===== src/aes_pkg.sv =====
// Shared constants for the aiming error score memory
package aes_pkg;
  // Clock and times in their own units
  localparam int unsigned CLK_HZ = 100_000_000;
  localparam int unsigned FIRE_DELAY_MS = 700;
  localparam int unsigned CLR_PULSE_MS = 5;
  localparam int unsigned TICK_HZ = 1;
  // Derived cycle counts
  localparam int unsigned FIRE_DELAY_CYC = (CLK_HZ / 1000) * FIRE_DELAY_MS;
  localparam int unsigned CLR_PULSE_CYC = (CLK_HZ / 1000) * CLR_PULSE_MS;
  localparam int unsigned TICK_CYC = CLK_HZ / TICK_HZ;
  localparam int CNT_W = 27;
  localparam int NUM_RANGES = 10;
  // Direction bit positions inside one range memory
  localparam int DIR_UP = 0;
  localparam int DIR_DOWN = 1;
  localparam int DIR_LEFT = 2;
  localparam int DIR_RIGHT = 3;
  // Register byte offsets
  localparam logic [3:0] OFS_CTRL = 4'h0;
  localparam logic [3:0] OFS_STATUS = 4'h4;
  localparam logic [3:0] OFS_ERR_LO = 4'h8;
  localparam logic [3:0] OFS_ERR_HI = 4'hc;
  // Control field positions and reset values
  localparam int CTRL_TGT_LSB = 0;
  localparam int CTRL_SEL_LSB = 4;
  localparam logic [3:0] TGT_RST = 4'ha;
  localparam logic [3:0] SEL_RST = 4'h0;
  localparam logic [3:0] RANGE_MAX = 4'ha;
endpackage


===== src/aes_sync.sv =====
// Two-stage synchroniser for pin inputs
`timescale 1ns/1ps
module aes_sync #(
  parameter int W = 1
) (
  input wire logic clk_sys,
  input wire logic rstn,
  input wire logic ce,
  input wire logic [W-1:0] din,
  output logic [W-1:0] dout
);
  logic [W-1:0] meta_q;

  // First stage feeds only the second stage
  always_ff @(posedge clk_sys) begin
    if (!rstn) begin
      meta_q <= '0;
      dout <= '0;
    end else if (ce) begin
      meta_q <= din;
      dout <= meta_q;
    end
  end
endmodule // aes_sync


===== src/aes_range_mem.sv =====
// One range segment memory with four directional error latches
`timescale 1ns/1ps
module aes_range_mem (
  input wire logic clk_sys,
  input wire logic rstn,
  input wire logic ce,
  input wire logic clr,
  input wire logic en,
  input wire logic [3:0] err,
  output logic [3:0] flags_q
);
  logic [3:0] flags_d;

  // Latch sets only while enabled with an error, holds otherwise; first error wins
  assign flags_d = flags_q | ({4{en}} & err);

  // Reset and memory clear take priority over a set
  always_ff @(posedge clk_sys) begin
    if (!rstn) begin
      flags_q <= 4'h0;
    end else if (ce) begin
      if (clr) begin
        flags_q <= 4'h0;
      end else begin
        flags_q <= flags_d;
      end
    end
  end
endmodule // aes_range_mem


===== src/aes_top.sv =====
// Aiming error score memory: range counter, range memories, miss logic and readout
//
// Contract
// - Stepping starts 0.7 s after trigger pull and the first decoded output enables range one.
// - Range one's enable also drives range lamp one, the first-range relay and its four error latch gates.
// - A directional latch sets only while its range is enabled and the matching error input is high.
// - A set latch stays set after its enable goes away until a clear.
// - Ranges two to ten follow in order like range one, and only range one passes the clock to the relay.
// - The target range sets the run length and reaching it stops the range counter.
// - In readout the selector routes one range's four latches to the lamps, lit only when set.
// - All error latches clear on the trigger pull clear pulse or the operator clear switch.
// - The miss latch sets when any error input coincides with the active counter clock.
// - A set miss latch lights miss and blocks hit.
// - With no error during the run the hit indication stays selected.
// - At run end the run end relay powers hit and miss and only the selected one lights.
// - The operator clear switch sets a lockout that blocks hit regardless of the miss latch.
// - The fire command sets the run flag which starts the 1 Hz counter clock.
// - Trigger pull or the clear switch makes a memory clear pulse of about 5 ms.
// - Repeated errors in one direction within a range keep only the first.
//
// Our own choices: register access over Avalon-MM and the placing of the registers.
`timescale 1ns/1ps
module aes_top
  import aes_pkg::*;
#(
  parameter logic [CNT_W-1:0] P_FIRE_DELAY_CYC = CNT_W'(FIRE_DELAY_CYC),
  parameter logic [CNT_W-1:0] P_TICK_CYC = CNT_W'(TICK_CYC),
  parameter logic [CNT_W-1:0] P_CLR_PULSE_CYC = CNT_W'(CLR_PULSE_CYC)
) (
  input wire logic clk_sys,
  input wire logic rstn,
  input wire logic ce,
  input wire logic [3:0] avs_address,
  input wire logic avs_read,
  input wire logic avs_write,
  input wire logic [31:0] avs_writedata,
  output logic [31:0] avs_readdata,
  output logic avs_waitrequest,
  input wire logic trigger_pull,
  input wire logic operator_clear_switch,
  input wire logic err_up,
  input wire logic err_down,
  input wire logic err_left,
  input wire logic err_right,
  output logic [9:0] range_lamp,
  output logic first_range_relay,
  output logic up_lamp,
  output logic down_lamp,
  output logic left_lamp,
  output logic right_lamp,
  output logic hit_lamp,
  output logic miss_lamp,
  output logic run_end_relay,
  output logic range_stop,
  output logic mem_clear
);
  logic [5:0] pins_s;
  logic [5:0] pins_prev_q;
  logic [3:0] err_s;
  logic trig_rise;
  logic clr_rise;
  logic [3:0] tgt_q;
  logic [3:0] sel_q;
  logic [3:0] tgt_eff;
  logic sel_ok;
  logic [3:0] sel_idx;
  logic [3:0] sel_flags;
  logic [CNT_W-1:0] fire_cnt_q;
  logic fire_armed_q;
  logic fire_done;
  logic [CNT_W-1:0] clr_cnt_q;
  logic [CNT_W-1:0] tick_cnt_q;
  logic tick;
  logic osc_hi;
  logic running_q;
  logic [3:0] range_q;
  logic [9:0] range_en_d;
  logic [9:0] range_en_q;
  logic [39:0] flags_flat;
  logic miss_q;
  logic lockout_q;
  logic run_end_q;
  logic req;
  logic wr_go;
  logic [31:0] rd_mux;

  // Pin inputs through two flip-flops
  aes_sync #(.W(6)) u_sync (
    .clk_sys(clk_sys),
    .rstn(rstn),
    .ce(ce),
    .din({operator_clear_switch, trigger_pull, err_right, err_left, err_down, err_up}),
    .dout(pins_s)
  );

  // Edge detection on synchronised pins
  assign err_s = pins_s[3:0];
  assign trig_rise = pins_s[4] & ~pins_prev_q[4];
  assign clr_rise = pins_s[5] & ~pins_prev_q[5];

  // Timing strobes and range decode
  assign fire_done = fire_armed_q && (fire_cnt_q == P_FIRE_DELAY_CYC - 1'b1);
  assign tick = running_q && (tick_cnt_q == P_TICK_CYC - 1'b1);
  assign osc_hi = running_q && (tick_cnt_q < (P_TICK_CYC >> 1)); // High half of the 1 Hz clock
  assign tgt_eff = ((tgt_q == 4'h0) || (tgt_q > RANGE_MAX)) ? RANGE_MAX : tgt_q;

  // One-hot range enables from the range counter
  always_comb begin
    range_en_d = 10'h000;
    for (int i = 0; i < NUM_RANGES; i++) begin
      range_en_d[i] = running_q && (range_q == 4'(i + 1));
    end
  end

  // Run control: fire delay, 1 Hz clock and range stepping
  always_ff @(posedge clk_sys) begin
    if (!rstn) begin
      fire_armed_q <= 1'b0;
      fire_cnt_q <= '0;
      running_q <= 1'b0;
      tick_cnt_q <= '0;
      range_q <= 4'h0;
      run_end_q <= 1'b0;
      range_stop <= 1'b0;
    end else if (ce) begin
      range_stop <= 1'b0;
      if (trig_rise) begin
        fire_armed_q <= 1'b1;
        fire_cnt_q <= '0;
        running_q <= 1'b0;
        range_q <= 4'h0;
        run_end_q <= 1'b0;
      end else if (fire_done) begin
        fire_armed_q <= 1'b0;
        running_q <= 1'b1;
        tick_cnt_q <= '0;
        range_q <= 4'h1;
      end else if (fire_armed_q) begin
        fire_cnt_q <= fire_cnt_q + 1'b1;
      end else if (tick) begin
        tick_cnt_q <= '0;
        if (range_q == tgt_eff) begin
          running_q <= 1'b0;
          range_q <= 4'h0;
          run_end_q <= 1'b1;
          range_stop <= 1'b1;
        end else begin
          range_q <= range_q + 4'h1;
        end
      end else if (running_q) begin
        tick_cnt_q <= tick_cnt_q + 1'b1;
      end
    end
  end

  // Memory clear pulse of fixed length on trigger pull or clear switch
  always_ff @(posedge clk_sys) begin
    if (!rstn) begin
      clr_cnt_q <= '0;
      mem_clear <= 1'b0;
      pins_prev_q <= 6'h00;
    end else if (ce) begin
      pins_prev_q <= pins_s;
      if (trig_rise || clr_rise) begin
        clr_cnt_q <= '0;
        mem_clear <= 1'b1;
      end else if (mem_clear) begin
        clr_cnt_q <= clr_cnt_q + 1'b1;
        if (clr_cnt_q == P_CLR_PULSE_CYC - 1'b1) begin
          mem_clear <= 1'b0;
        end
      end
    end
  end

  // Ten range memories gated by the range enables
  for (genvar g = 0; g < NUM_RANGES; g++) begin : g_mem
    aes_range_mem u_mem (
      .clk_sys(clk_sys),
      .rstn(rstn),
      .ce(ce),
      .clr(mem_clear),
      .en(range_en_q[g]),
      .err(err_s),
      .flags_q(flags_flat[4*g +: 4])
    );
  end

  // Readout routing of the selected range
  assign sel_ok = (sel_q != 4'h0) && (sel_q <= RANGE_MAX);
  assign sel_idx = sel_q - 4'h1;
  assign sel_flags = sel_ok ? flags_flat[4*sel_idx +: 4] : 4'h0;

  // Miss latch, lockout and lamp drivers
  always_ff @(posedge clk_sys) begin
    if (!rstn) begin
      miss_q <= 1'b0;
      lockout_q <= 1'b0;
      range_en_q <= 10'h000;
      range_lamp <= 10'h000;
      first_range_relay <= 1'b0;
      up_lamp <= 1'b0;
      down_lamp <= 1'b0;
      left_lamp <= 1'b0;
      right_lamp <= 1'b0;
      hit_lamp <= 1'b0;
      miss_lamp <= 1'b0;
      run_end_relay <= 1'b0;
    end else if (ce) begin
      if (trig_rise) begin
        miss_q <= 1'b0;
        lockout_q <= 1'b0;
      end
      // A set in the same cycle as the trigger pull clear wins
      if ((|err_s) && osc_hi) begin
        miss_q <= 1'b1;
      end
      if (clr_rise) begin
        lockout_q <= 1'b1;
      end
      range_en_q <= range_en_d;
      range_lamp <= range_en_d;
      first_range_relay <= range_en_d[0] && osc_hi;
      up_lamp <= !running_q && sel_flags[DIR_UP];
      down_lamp <= !running_q && sel_flags[DIR_DOWN];
      left_lamp <= !running_q && sel_flags[DIR_LEFT];
      right_lamp <= !running_q && sel_flags[DIR_RIGHT];
      run_end_relay <= run_end_q;
      miss_lamp <= run_end_q && miss_q;
      hit_lamp <= run_end_q && !miss_q && !lockout_q;
    end
  end

  // Avalon slave: one wait state, write takes effect when waitrequest is low
  assign req = avs_read || avs_write;
  assign wr_go = avs_write && !avs_waitrequest;

  // Read data selection
  assign rd_mux = (avs_address == OFS_CTRL) ? {24'h000000, sel_q, tgt_q} :
                  (avs_address == OFS_STATUS) ? {22'h000000, mem_clear, lockout_q, run_end_q, miss_q,
                                                 fire_armed_q, running_q, range_q} :
                  (avs_address == OFS_ERR_LO) ? flags_flat[31:0] :
                  (avs_address == OFS_ERR_HI) ? {24'h000000, flags_flat[39:32]} : 32'h00000000;

  // Bus handshake and control register
  always_ff @(posedge clk_sys) begin
    if (!rstn) begin
      avs_waitrequest <= 1'b1;
      avs_readdata <= 32'h00000000;
      tgt_q <= TGT_RST;
      sel_q <= SEL_RST;
    end else if (ce) begin
      avs_waitrequest <= !(req && avs_waitrequest);
      if (avs_read && avs_waitrequest) begin
        avs_readdata <= rd_mux;
      end
      if (wr_go && (avs_address == OFS_CTRL)) begin
        tgt_q <= avs_writedata[CTRL_TGT_LSB +: 4];
        sel_q <= avs_writedata[CTRL_SEL_LSB +: 4];
      end
    end
  end
endmodule // aes_top


===== config.mk =====
export PLATFORM = sky130hd
export DESIGN_NAME = aes_top
export DESIGN_NICKNAME = d
export VERILOG_FILES = /design/src/aes_pkg.sv /design/src/aes_sync.sv /design/src/aes_range_mem.sv /design/src/aes_top.sv
export SDC_FILE = /design/constraint.sdc
export NUM_CORES = 1
export LEC_CHECK = 0
export BUFFER_PORTS_ARGS = -buffer_cell sky130_fd_sc_hd__buf_2
export CORE_AREA = 2 2 180 182
export DETAILED_ROUTE_END_ITERATION = 10
export DIE_AREA = 0 0 182 184
export PLACE_DENSITY = 0.51
export SLEW_MARGIN = 10
export SYNTH_ARGS = -nofsm -noshare
export SYNTH_HDL_FRONTEND = slang
export SYNTH_SLANG_ARGS = --single-unit

===== constraint.sdc =====
create_clock -name clk_sys -period 2.9 [get_ports clk_sys]
set_clock_uncertainty 0.1 [all_clocks]
set_input_delay 0.145 -clock clk_sys [delete_from_list [all_inputs] [get_ports clk_sys]]
set_output_delay 0.145 -clock clk_sys [all_outputs]
set_load 0.01 [all_outputs]

==> out/metrics.yaml, run 1 <==
fmax_mhz: 393.3
maxCapViolations: 0
ys.flop_type: "dfxtp_1"
antenna_found_initial: 0
power_frac_seq_pct: 44.4
reg2reg_from: "fire_cnt_q[6]$_SDFFE_PN0P_"
vias_per_cell: 5.165
wl_per_cell_um: 16.71
path_depth: 6
stdcell_area_mm2: 0.01124
track_usage_pct: 15.75
path_class: "flop to flop"
synth.area.top_cells: "dfxtp_1, nor2_1, a21oi_1"
drc: 0
die_h_um: 184
die_area_mm2: 0.03349
setup.worst_path.end_class: "flop"
p_int_mw: 5.021
cellLeakagePower_nw: 4.064
final_common_cell: "dfxtp_1"
setup_viol: 0
post-route-min-period_ns: 2.542
grt_pass1_wl_um: 43190
r2r_cells: 6
core_area_mm2: 0.03139
initial_utilization_pct: 29.64
slew_viol_final: 0
tightest_slew_ns: 0.8712
syn_area_mm2: 0.009305
wirelength_um: 26680
cts_tree: "built"
synth-seq-cells: 205
crit_fanout: 6
ant_nets: 0
timing.rr.end: "tick_cnt_q[23]$_SDFFE_PN0P_"
worstSetupEndpoint: "tick_cnt_q[23]$_SDFFE_PN0P_"
ios: 100
rsz0062_at_grt: "no"
cts.sinks: 205
place_inst: 1534
fillCellCount: 3264
yosysWarnings: 0
grt_max_degree: 41
switching_share_pct: 22.25
dpl-instance-area_mm2: 0.01018
layout.nets: 1232
die_w_um: 182
overflow: 0
r2r_slack_ns: 0.36
ys_types: 65
synthArstFlopShare_pct: 0
yosys.area.top_type: "dfxtp_1"
cp_slowest_cell: "or4_4"
cts-root-buf: "clkbuf_16"
holdCritPathClass: "input pin to flop"
syn-instance-count: 1093
insertion_delay_ns: 0.52
critPathBufInv: 0
outcome: "complete, no violations"
grt_pass1_vias: 7977
synth_top_area_share_pct: 44.10
slowest_delay_ns: 0.58
dp_hpwl_um: 18570
seq_area_frac_synth_pct: 44.10
p_sw_mw: 1.437
drive_above_1_share_pct: 14.99
syn_to_final_growth_pct: 20.81
clk_path_buf_depth: 3
worstPathArrival_ns: 2.90
power_density_mw_per_mm2: 574.5
pwr-share-clk_pct: 51.2
fp-row-count: 65
syn_avg_cell_area_um2: 8.513
fin_cells: 1596
final_util_pct: 35.81
synth-edff-count: 0
peakVddDrop_v: 0.0004238
cts_buffers: 24
dr.pass1.iters: 7
cp_top_family: "simple AND/OR/NAND/NOR gates"
vias: 8244
htree_levels: 1
n_antenna_cell: 0
maxSlewHeadroom_pct: 41.38
comb_power_share_pct: 4.4
layout_common_cells: "dfxtp_1, nor2_1, nand2_1, a21oi_1, buf_2"
startpoint: "fire_cnt_q[6]$_SDFFE_PN0P_"
total_power_mw: 6.458
start_kind: "flop"
fin_crit_sh_pct: 87.67
hold_viol: 0
path_clk_slew_ns: 0.06
portBuffers: 75
critPathRequiredTime_ns: 3.26
place_congestion: 0.8557
synthesis.nets: 1149
tns_ns: 0
drt_first_iter_violations: 626
path_cells: "and4bb_1, and4_1, a31oi_1, or4_4, or4b_4, a21oi_2"
-- repair_timing --
item                                   4_1_cts  5_1_grt
setup buffers                                0        0
endpoints found under the hold margin       25        0
gates resized for setup                      0        0
hold buffers                                18        0
setup endpoints to repair                    0        0
-- tightest hold or removal path: stages --
cell and delay, ns:
buf_2 0.11, nor4b_2 0.05, buf_4 0.24, nand3_1 0.12
a21oi_1 0.05
-- layout make-up --
type	count	area [µm²]	share of cell area, %
well taps	402	503.0	4.474
flip-flops and latches	205	4104	36.51
clock buffers	35	721.9	6.422
repair buffers	132	873.3	7.769
inverters	14	52.55	0.4674
multi-input cells	799	4827	42.94
clock inverters	9	160.2	1.425
-- kinds of logic (layout without fill, tap and decap cells) --
logic type / count (synthesis) / after routing / share of synthesized area (%)
mux: 40 / 40 / 5.379
fa+ha+maj: 9 / 9 / 1.210
xor+xnor: 53 / 53 / 4.989
compound gates: 218 / 218 / 14.31
buf+inv: 89 / 190 / 4.155
flops: 205 / 205 / 44.10
simple gates: 479 / 479 / 25.86
-- routing by layer --
| layer | routed length, µm | vias to the layer above | GRT usage [%] |
|---|---|---|---|
| li1 | - | 4101 | - |
| met1 | 12670 | 3921 | 21.35 |
| met2 | 12370 | 188 | 26.53 |
| met3 | 1167 | 34 | 2.516 |
| met4 | 468 | 0 | 3.226 |
| met5 | 0 | - | 0 |
-- flip-flops by register name, indices dropped and copies added (netlist names), 2 cells and up --
name                 cells
avs_readdata            32
range_en_q              10
tgt_q                    4
u_sync.dout              6
u_sync.meta_q            6
pins_prev_q              2
clr_cnt_q               27
sel_q                    4
g_mem.u_mem.flags_q     40
range_q                  4
fire_cnt_q              27
tick_cnt_q              27
-- how the worst min path moves through the flow --
stage | from | end | slack [ns] | depth (start not counted)
final | avs_address[2] | avs_readdata[19]$_SDFFE_PN0P_ | 0.15 | 5
after detailed placement | avs_writedata[2] | tgt_q[2]$_SDFFE_PN0P_ | 0.29 | 3
after CTS | avs_address[2] | avs_readdata[19]$_SDFFE_PN0P_ | 0.12 | 5
after floorplan | avs_writedata[1] | tgt_q[1]$_SDFFE_PN1P_ | 0.17 | 2
after global routing | avs_address[2] | avs_readdata[20]$_SDFFE_PN0P_ | 0.17 | 5
after global placement | trigger_pull | u_sync.meta_q[4]$_SDFFE_PN0P_ | 0.28 | 3
-- cell usage after synthesis (all sizes together), types with 5 or more instances --
| cell type | count |
|---|---|
| a211oi | 5 |
| a21oi | 93 |
| a22o | 5 |
| a22oi | 19 |
| a311oi | 7 |
| a31oi | 15 |
| and2 | 8 |
| and3 | 16 |
| and4 | 8 |
| buf | 23 |
| clkbuf | 52 |
| dfxtp | 205 |
| ha | 9 |
| inv | 12 |
| mux2i | 32 |
| mux4 | 8 |
| nand2 | 100 |
| nand3 | 64 |
| nand4 | 31 |
| nand4b | 6 |
| nor2 | 150 |
| nor2b | 6 |
| nor3 | 27 |
| nor4 | 18 |
| nor4b | 7 |
| o21ai | 32 |
| o22ai | 10 |
| o31ai | 10 |
| or3 | 12 |
| or4 | 6 |
| xnor2 | 17 |
| xor2 | 36 |
-- power groups by stage --
| stage | Combinational, mW | Sequential [mW] | Clock (mW) |
|---|---|---|---|
| detailed placement | 0.266 | 2.93 | 0 |
| finish | 0.282 | 2.87 | 3.31 |
| global placement | 0.266 | 2.93 | 0 |
| global route | 0.312 | 2.87 | 3.52 |
| floorplan | 0.157 | 2.92 | 0 |
| CTS | 0.286 | 2.87 | 3.40 |
-- through the flow --
step | hold WS [ns] | setup WS [ns]
final | 0.1473 | 0.3576
after detailed placement | 0.2888 | 0.3780
after global routing | 0.1677 | 0.2837
after global placement | 0.2824 | 0.3768
after floorplan | 0.1735 | 0.1991
after CTS | 0.1211 | 0.3635
Note: power is estimated with default switching activity, not from simulation.
==> run 2, diff against run 1 <==
==> constraint.sdc (replaced) <==
create_clock -name clk_sys -period 2.1 [get_ports clk_sys]
set_clock_uncertainty 0.1 [all_clocks]
set_input_delay 0.105 -clock clk_sys [delete_from_list [all_inputs] [get_ports clk_sys]]
set_output_delay 0.105 -clock clk_sys [all_outputs]
set_load 0.01 [all_outputs]
==> run 2 against run 1 <==
- the flow now finishes with violations (negative setup slack)
- hold slack got worse by 0.13 ns
- flip-flop and latch count did not move
- via count rose by 5.4%
- utilization rose by 3.8 points
- critical path type unchanged
- critical endpoint unchanged
- largest cell class unchanged
- highest routed layer unchanged
==> out/metrics.yaml, run 2 (synthesis results as in run 1) <==
outcome: "finished, violations left"
violations: "negative setup slack"
holdCritPathClass: "input pin to flop"
critPathRequiredTime_ns: 2.46
initial_utilization_pct: 29.64
fin_crit_sh_pct: 108.3
post-route-min-period_ns: 2.275
crit_fanout: 5
ios: 100
fmax_mhz: 439.5
grt_pass1_vias: 8188
place_congestion: 0.8227
start_kind: "flop"
hold_viol: 0
drt_first_iter_violations: 562
layout.nets: 1349
grt_max_degree: 42
setup.worst_path.end_class: "flop"
switching_share_pct: 22.61
drive_above_1_share_pct: 26.40
power_density_mw_per_mm2: 680.0
top_regs: "g_mem.u_mem.flags_q: 40 flops, avs_readdata: 32 flops"
die_area_mm2: 0.03349
p_int_mw: 6.552
antenna_found_initial: 0
tightest_slew_ns: 0.5385
largest_reg_flops: 40
cellLeakagePower_nw: 4.682
grt_busiest_layer: "met2"
wl_per_cell_um: 16.24
tns_ns: -0.4053
maxSlewHeadroom_pct: 63.96
slew_viol_final: 0
met3_usage_pct: 2.496
track_usage_pct: 16.16
portBuffers: 75
path_class: "flop to flop"
htree_levels: 1
fillCellCount: 3165
core_area_mm2: 0.03139
vias_per_cell: 5.083
cts_tree: "built"
worstPathArrival_ns: 2.63
peakVddDrop_v: 0.0005579
met1_usage_pct: 22.04
die_w_um: 182
fp-row-count: 65
pwr-share-clk_pct: 48.1
dp_hpwl_um: 19710
top_register: "g_mem.u_mem.flags_q"
p_sw_mw: 1.914
final_util_pct: 39.66
clk_path_buf_depth: 3
rsz0062_at_grt: "yes"
final_common_cell: "dfxtp_1"
n_antenna_cell: 0
dr.pass1.iters: 5
syn_to_final_growth_pct: 33.79
wirelength_um: 27760
cts.sinks: 205
layout_common_cells: "dfxtp_1, nor2_1, buf_4, nand2_1, a21oi_1"
grt_pass1_wl_um: 44260
ant_nets: 0
setup_ws_ns: -0.1751
maxCapViolations: 0
vias: 8686
drc: 0
power_frac_seq_pct: 46.8
comb_power_share_pct: 5.2
overflow: 0
cts_buffers: 24
die_h_um: 184
met2_usage_pct: 26.84
path_clk_slew_ns: 0.06
insertion_delay_ns: 0.52
setup_viol: 7
cts-root-buf: "clkbuf_16"
-- run 2: changes by cell type in the layout (fill, tap and decap cells not counted), moves of 5 or more --
cell	change
buf_4	+101
buf_6	+9
dfxtp_1	-16
dfxtp_2	+16
nor3_1	-5
o31ai_1	-5
-- run 2: per-layer routing --
layer | up-vias | part of all wire (%) | wire length, µm
met4 | 0 | 1.5 | 420
li1 | 4345 | - | -
met2 | 182 | 46 | 12840
met3 | 28 | 4.7 | 1299
met5 | - | 0 | 0
met1 | 4131 | 48 | 13200
-- run 2: power by group through the flow --
stage	combinational (mW)	clock, mW	sequential (mW)
global placement	0.392	0	4.04
CTS	0.428	4.19	3.96
floorplan	0.218	0	4.03
global route	0.477	4.34	3.96
finish	0.438	4.07	3.96
detailed placement	0.393	0	4.04
-- run 2: worst paths after layout --
kind,start,to,slack [ns],cells past startpoint
setup / recovery,fire_cnt_q[22]$_SDFFE_PN0P_,tick_cnt_q[23]$_SDFFE_PN0P_,-0.18,6
hold / removal,ce,clr_cnt_q[16]$_SDFFE_PN0P_,0.02,3
setup reg to reg,fire_cnt_q[22]$_SDFFE_PN0P_,tick_cnt_q[23]$_SDFFE_PN0P_,-0.18,6
hold reg to reg,avs_readdata[11]$_SDFFE_PN0P_,avs_readdata[11]$_SDFFE_PN0P_,0.35,2
-- run 2: cell type report --
cell class                 count  area, µm²  area share, %
clock inverter                 4      56.30         0.4523
inverter                      14      52.55         0.4221
timing repair buffer         249       1833          14.72
multi-input combinational    799       5165          41.49
clock buffer                  36      715.7          5.749
sequential                   205       4124          33.13
tap                          402      503.0          4.040
-- run 2: critical path, cell delays in order, from the launching register on --
cell and delay, ns:
dfxtp_2 0.31, and4bb_2 0.29, and4_4 0.26, a31oi_4 0.10, or4_4 0.53, or4b_4 0.50
a21oi_2 0.14
-- run 2: what timing repair did --
action	in CTS	in global routing
pin swaps	10	30
hold endpoints to repair	38	0
hold buffers	22	0
gates cloned	0	1
gates resized for setup	15	68
buffers inserted	0	11
setup endpoints to repair	23	48
-- run 2: through the flow --
stage	instance area (µm²)	hold WS [ns]	setup slack (ns)	power, mW	cells
after detailed placement	11010	0.2447	-0.1761	4.436	1635
after global placement	11010	0.2395	-0.1637	4.435	1635
after CTS	12070	0.01006	-0.1644	8.571	1697
after global routing	12450	0.03533	-0.2512	8.779	1709
final	12450	0.02208	-0.1751	8.466	1709
after floorplan	9348	0.1335	-0.1545	4.251	1093
==> run 3, diff against run 2 <==
--- a/config.mk
+++ b/config.mk
@@ -5,10 +5,11 @@
 export SDC_FILE = /design/constraint.sdc
 export NUM_CORES = 1
 export LEC_CHECK = 0
+export ABC_AREA = 1
 export BUFFER_PORTS_ARGS = -buffer_cell sky130_fd_sc_hd__buf_2
-export CORE_AREA = 2 2 180 182
+export CORE_AREA = 2 2 187 189
 export DETAILED_ROUTE_END_ITERATION = 10
-export DIE_AREA = 0 0 182 184
+export DIE_AREA = 0 0 189 191
 export PLACE_DENSITY = 0.51
 export SLEW_MARGIN = 10
 export SYNTH_ARGS = -nofsm -noshare
==> run 3 against run 2 <==
- the flow now finishes without violations
- hold slack gained 0.011 ns
- first-iteration DRC count grew 26%
- area after synthesis grew 8.5%
- cell count grew 24%
- utilization shrank 3.1 points
- global-route usage grew 0.30 points
- sequential power is essentially flat
- synthesized cell count grew 38%
- combinational power grew 21%
- setup slack gained 0.27 ns
- largest power group unchanged
- highest routed layer unchanged
==> out/metrics.yaml, run 3 <==
worstPathArrival_ns: 2.37
synthArstFlopShare_pct: 0
grt_pass1_vias: 9378
peakVddDrop_v: 0.0005181
layout_common_cells: "nand2_1, dfxtp_1, inv_1, nor2_1, a21oi_1"
wl_per_cell_um: 14.32
syn_to_final_growth_pct: 23.58
dr.pass1.iters: 7
synth_top_area_share_pct: 40.63
yosys-top-cells-count: "nand2_1, dfxtp_1, nor2_1"
die_w_um: 189
met3_usage_pct: 2.111
setup_viol: 0
post-route-min-period_ns: 2.001
maxSlewHeadroom_pct: 65.06
vias_per_cell: 4.765
dp_hpwl_um: 21990
path_cells: "ha_4, nand2_1, nor2_2, nand2_1, nor2_2, nand2_2, nand2_2, nand2_1, inv_2, nand2_8, buf_12, o21ai_0, nand2_1, nor2_1"
drt_first_iter_violations: 707
path_common_cell: "nand2_1"
slew_viol_final: 0
fmax_mhz: 499.8
cp_top_family: "simple AND/OR/NAND/NOR gates"
ant_nets: 0
insertion_delay_ns: 0.54
ys_types: 46
clk_path_buf_depth: 3
die_h_um: 191
core_area_mm2: 0.03412
synth_most_common_cell: "nand2_1"
wirelength_um: 30240
cellLeakagePower_nw: 4.856
fin_crit_sh_pct: 95.27
setup.worst_path.end_class: "flop"
maxCapViolations: 0
path_class: "flop to flop"
cts-root-buf: "clkbuf_16"
synth-seq-cells: 205
yosysWarnings: 0
slowest_delay_ns: 0.35
ios: 100
track_usage_pct: 16.47
cts_buffers: 25
die_area_mm2: 0.03610
synth.area.top_cells: "dfxtp_1, nand2_1, a21oi_1"
n_antenna_cell: 0
drive_above_1_share_pct: 14.36
tns_ns: 0
grt_max_degree: 41
rsz0062_at_grt: "yes"
grt_busiest_layer: "met2"
yosys.area.top_type: "dfxtp_1"
drc: 0
critPathBufInv: 2
antenna_found_initial: 0
largest_reg_flops: 40
vias: 10060
stdcell_area_mm2: 0.01248
portBuffers: 75
top_regs: "g_mem.u_mem.flags_q: 40 flops, avs_readdata: 32 flops"
critPathRequiredTime_ns: 2.47
syn-instance-count: 1503
cts_tree: "built"
layout.nets: 1697
power_density_mw_per_mm2: 679.9
place_congestion: 0.8579
synthesis.nets: 1559
seq_area_frac_synth_pct: 40.63
met1_usage_pct: 22.61
cts.sinks: 205
fp-row-count: 68
grt_pass1_wl_um: 48750
start_kind: "flop"
ys.flop_type: "dfxtp_1"
fin_hold_ws_ns: 0.03319
met2_usage_pct: 27.18
path_clk_slew_ns: 0.06
hold_viol: 0
top_register: "g_mem.u_mem.flags_q"
overflow: 0
outcome: "complete, no violations"
crit_fanout: 19
tightest_slew_ns: 0.5224
initial_utilization_pct: 29.60
cp_slowest_cell: "dfxtp_2"
htree_levels: 1
synth-edff-count: 0
holdCritPathClass: "input pin to flop"
dpl-instance-area_mm2: 0.01130
syn_avg_cell_area_um2: 6.720
syn_area_mm2: 0.01010
final_common_cell: "nand2_1"
r2r_slack_ns: 0.1
==> run 3: cell types whose count changed after synthesis, sizes merged, moves of 32 or more <==
cell   before  now
nand2     100  327
mux2i      32    0
nand3      64  139
a21oi      93  153
o21ai      32   95
inv        12  177
==> run 3: metal layers <==
metal	share of wire, %	wire, µm
met5	0	0
met1	48	14490
met3	4.2	1280
met2	45	13690
met4	2.6	777
==> run 3: worst reg2reg max path, stage by stage, from the launching register on <==
cell and delay, ns:
dfxtp_2 0.35, ha_4 0.14, nand2_1 0.06, nor2_2 0.09, nand2_1 0.08, nor2_2 0.13, nand2_2 0.09, nand2_2 0.07
nand2_1 0.06, inv_2 0.12, nand2_8 0.12, buf_12 0.19, o21ai_0 0.16, nand2_1 0.07, nor2_1 0.10
==> run 3: final cells by class <==
class	count	area (µm²)
fillers	3660	21640
multi-input cells	1054	5120
flip-flops and latches	205	4110
repair buffers	176	1252
inverters	179	683.2
clock buffers	34	679.4
well taps	455	569.3
clock inverters	9	66.31
==> run 3: final timing paths <==
kind / end / startpoint / depth (start not counted)
max: tick_cnt_q[9]$_SDFFE_PN0P_ / fire_cnt_q[1]$_SDFFE_PN0P_ / 14
min reg2reg: clr_cnt_q[0]$_SDFFE_PN0P_ / clr_cnt_q[0]$_SDFFE_PN0P_ / 1
max reg2reg: tick_cnt_q[9]$_SDFFE_PN0P_ / fire_cnt_q[1]$_SDFFE_PN0P_ / 14
min: avs_readdata[9]$_SDFFE_PN0P_ / avs_address[3] / 5
==> run 3: cells by family after synthesis <==
logic type / count (synthesis) / share of synthesized area, %
flops: 205 / 40.63
buf+inv: 245 / 9.824
fa+ha+maj: 9 / 1.115
xor+xnor: 16 / 1.387
compound gates: 290 / 15.49
simple gates: 738 / 31.55
==> run 3: where the power goes <==
part | total [mW] | switching, mW | internal, mW
combinational | 0.531 | 0.349 | 0.182
sequential | 3.96 | 0.0290 | 3.93
clock | 4.00 | 1.73 | 2.27
total | 8.49 | 2.10 | 6.38
==> run 3: timing repair <==
item	CTS	global route
pin swaps	0	8
gates cloned	0	2
setup buffers	1	3
hold buffers	23	0
endpoints found under the hold margin	25	0
resized for setup	5	38
endpoints found under the setup margin	24	69
==> run 3: metrics by stage <==
stage / total power [mW] / std cells / setup slack (ns) / util (%)
final: 8.486 / 2112 / 0.09933 / 36.58
after global routing: 8.820 / 2112 / -0.02164 / 36.58
after CTS: 8.596 / 2107 / 0.002945 / 36.07
after detailed placement: 4.515 / 2040 / -0.07771 / 33.13
after global placement: 4.514 / 2040 / -0.02992 / 33.13
after floorplan: 4.311 / 1503 / 0.1980 / -
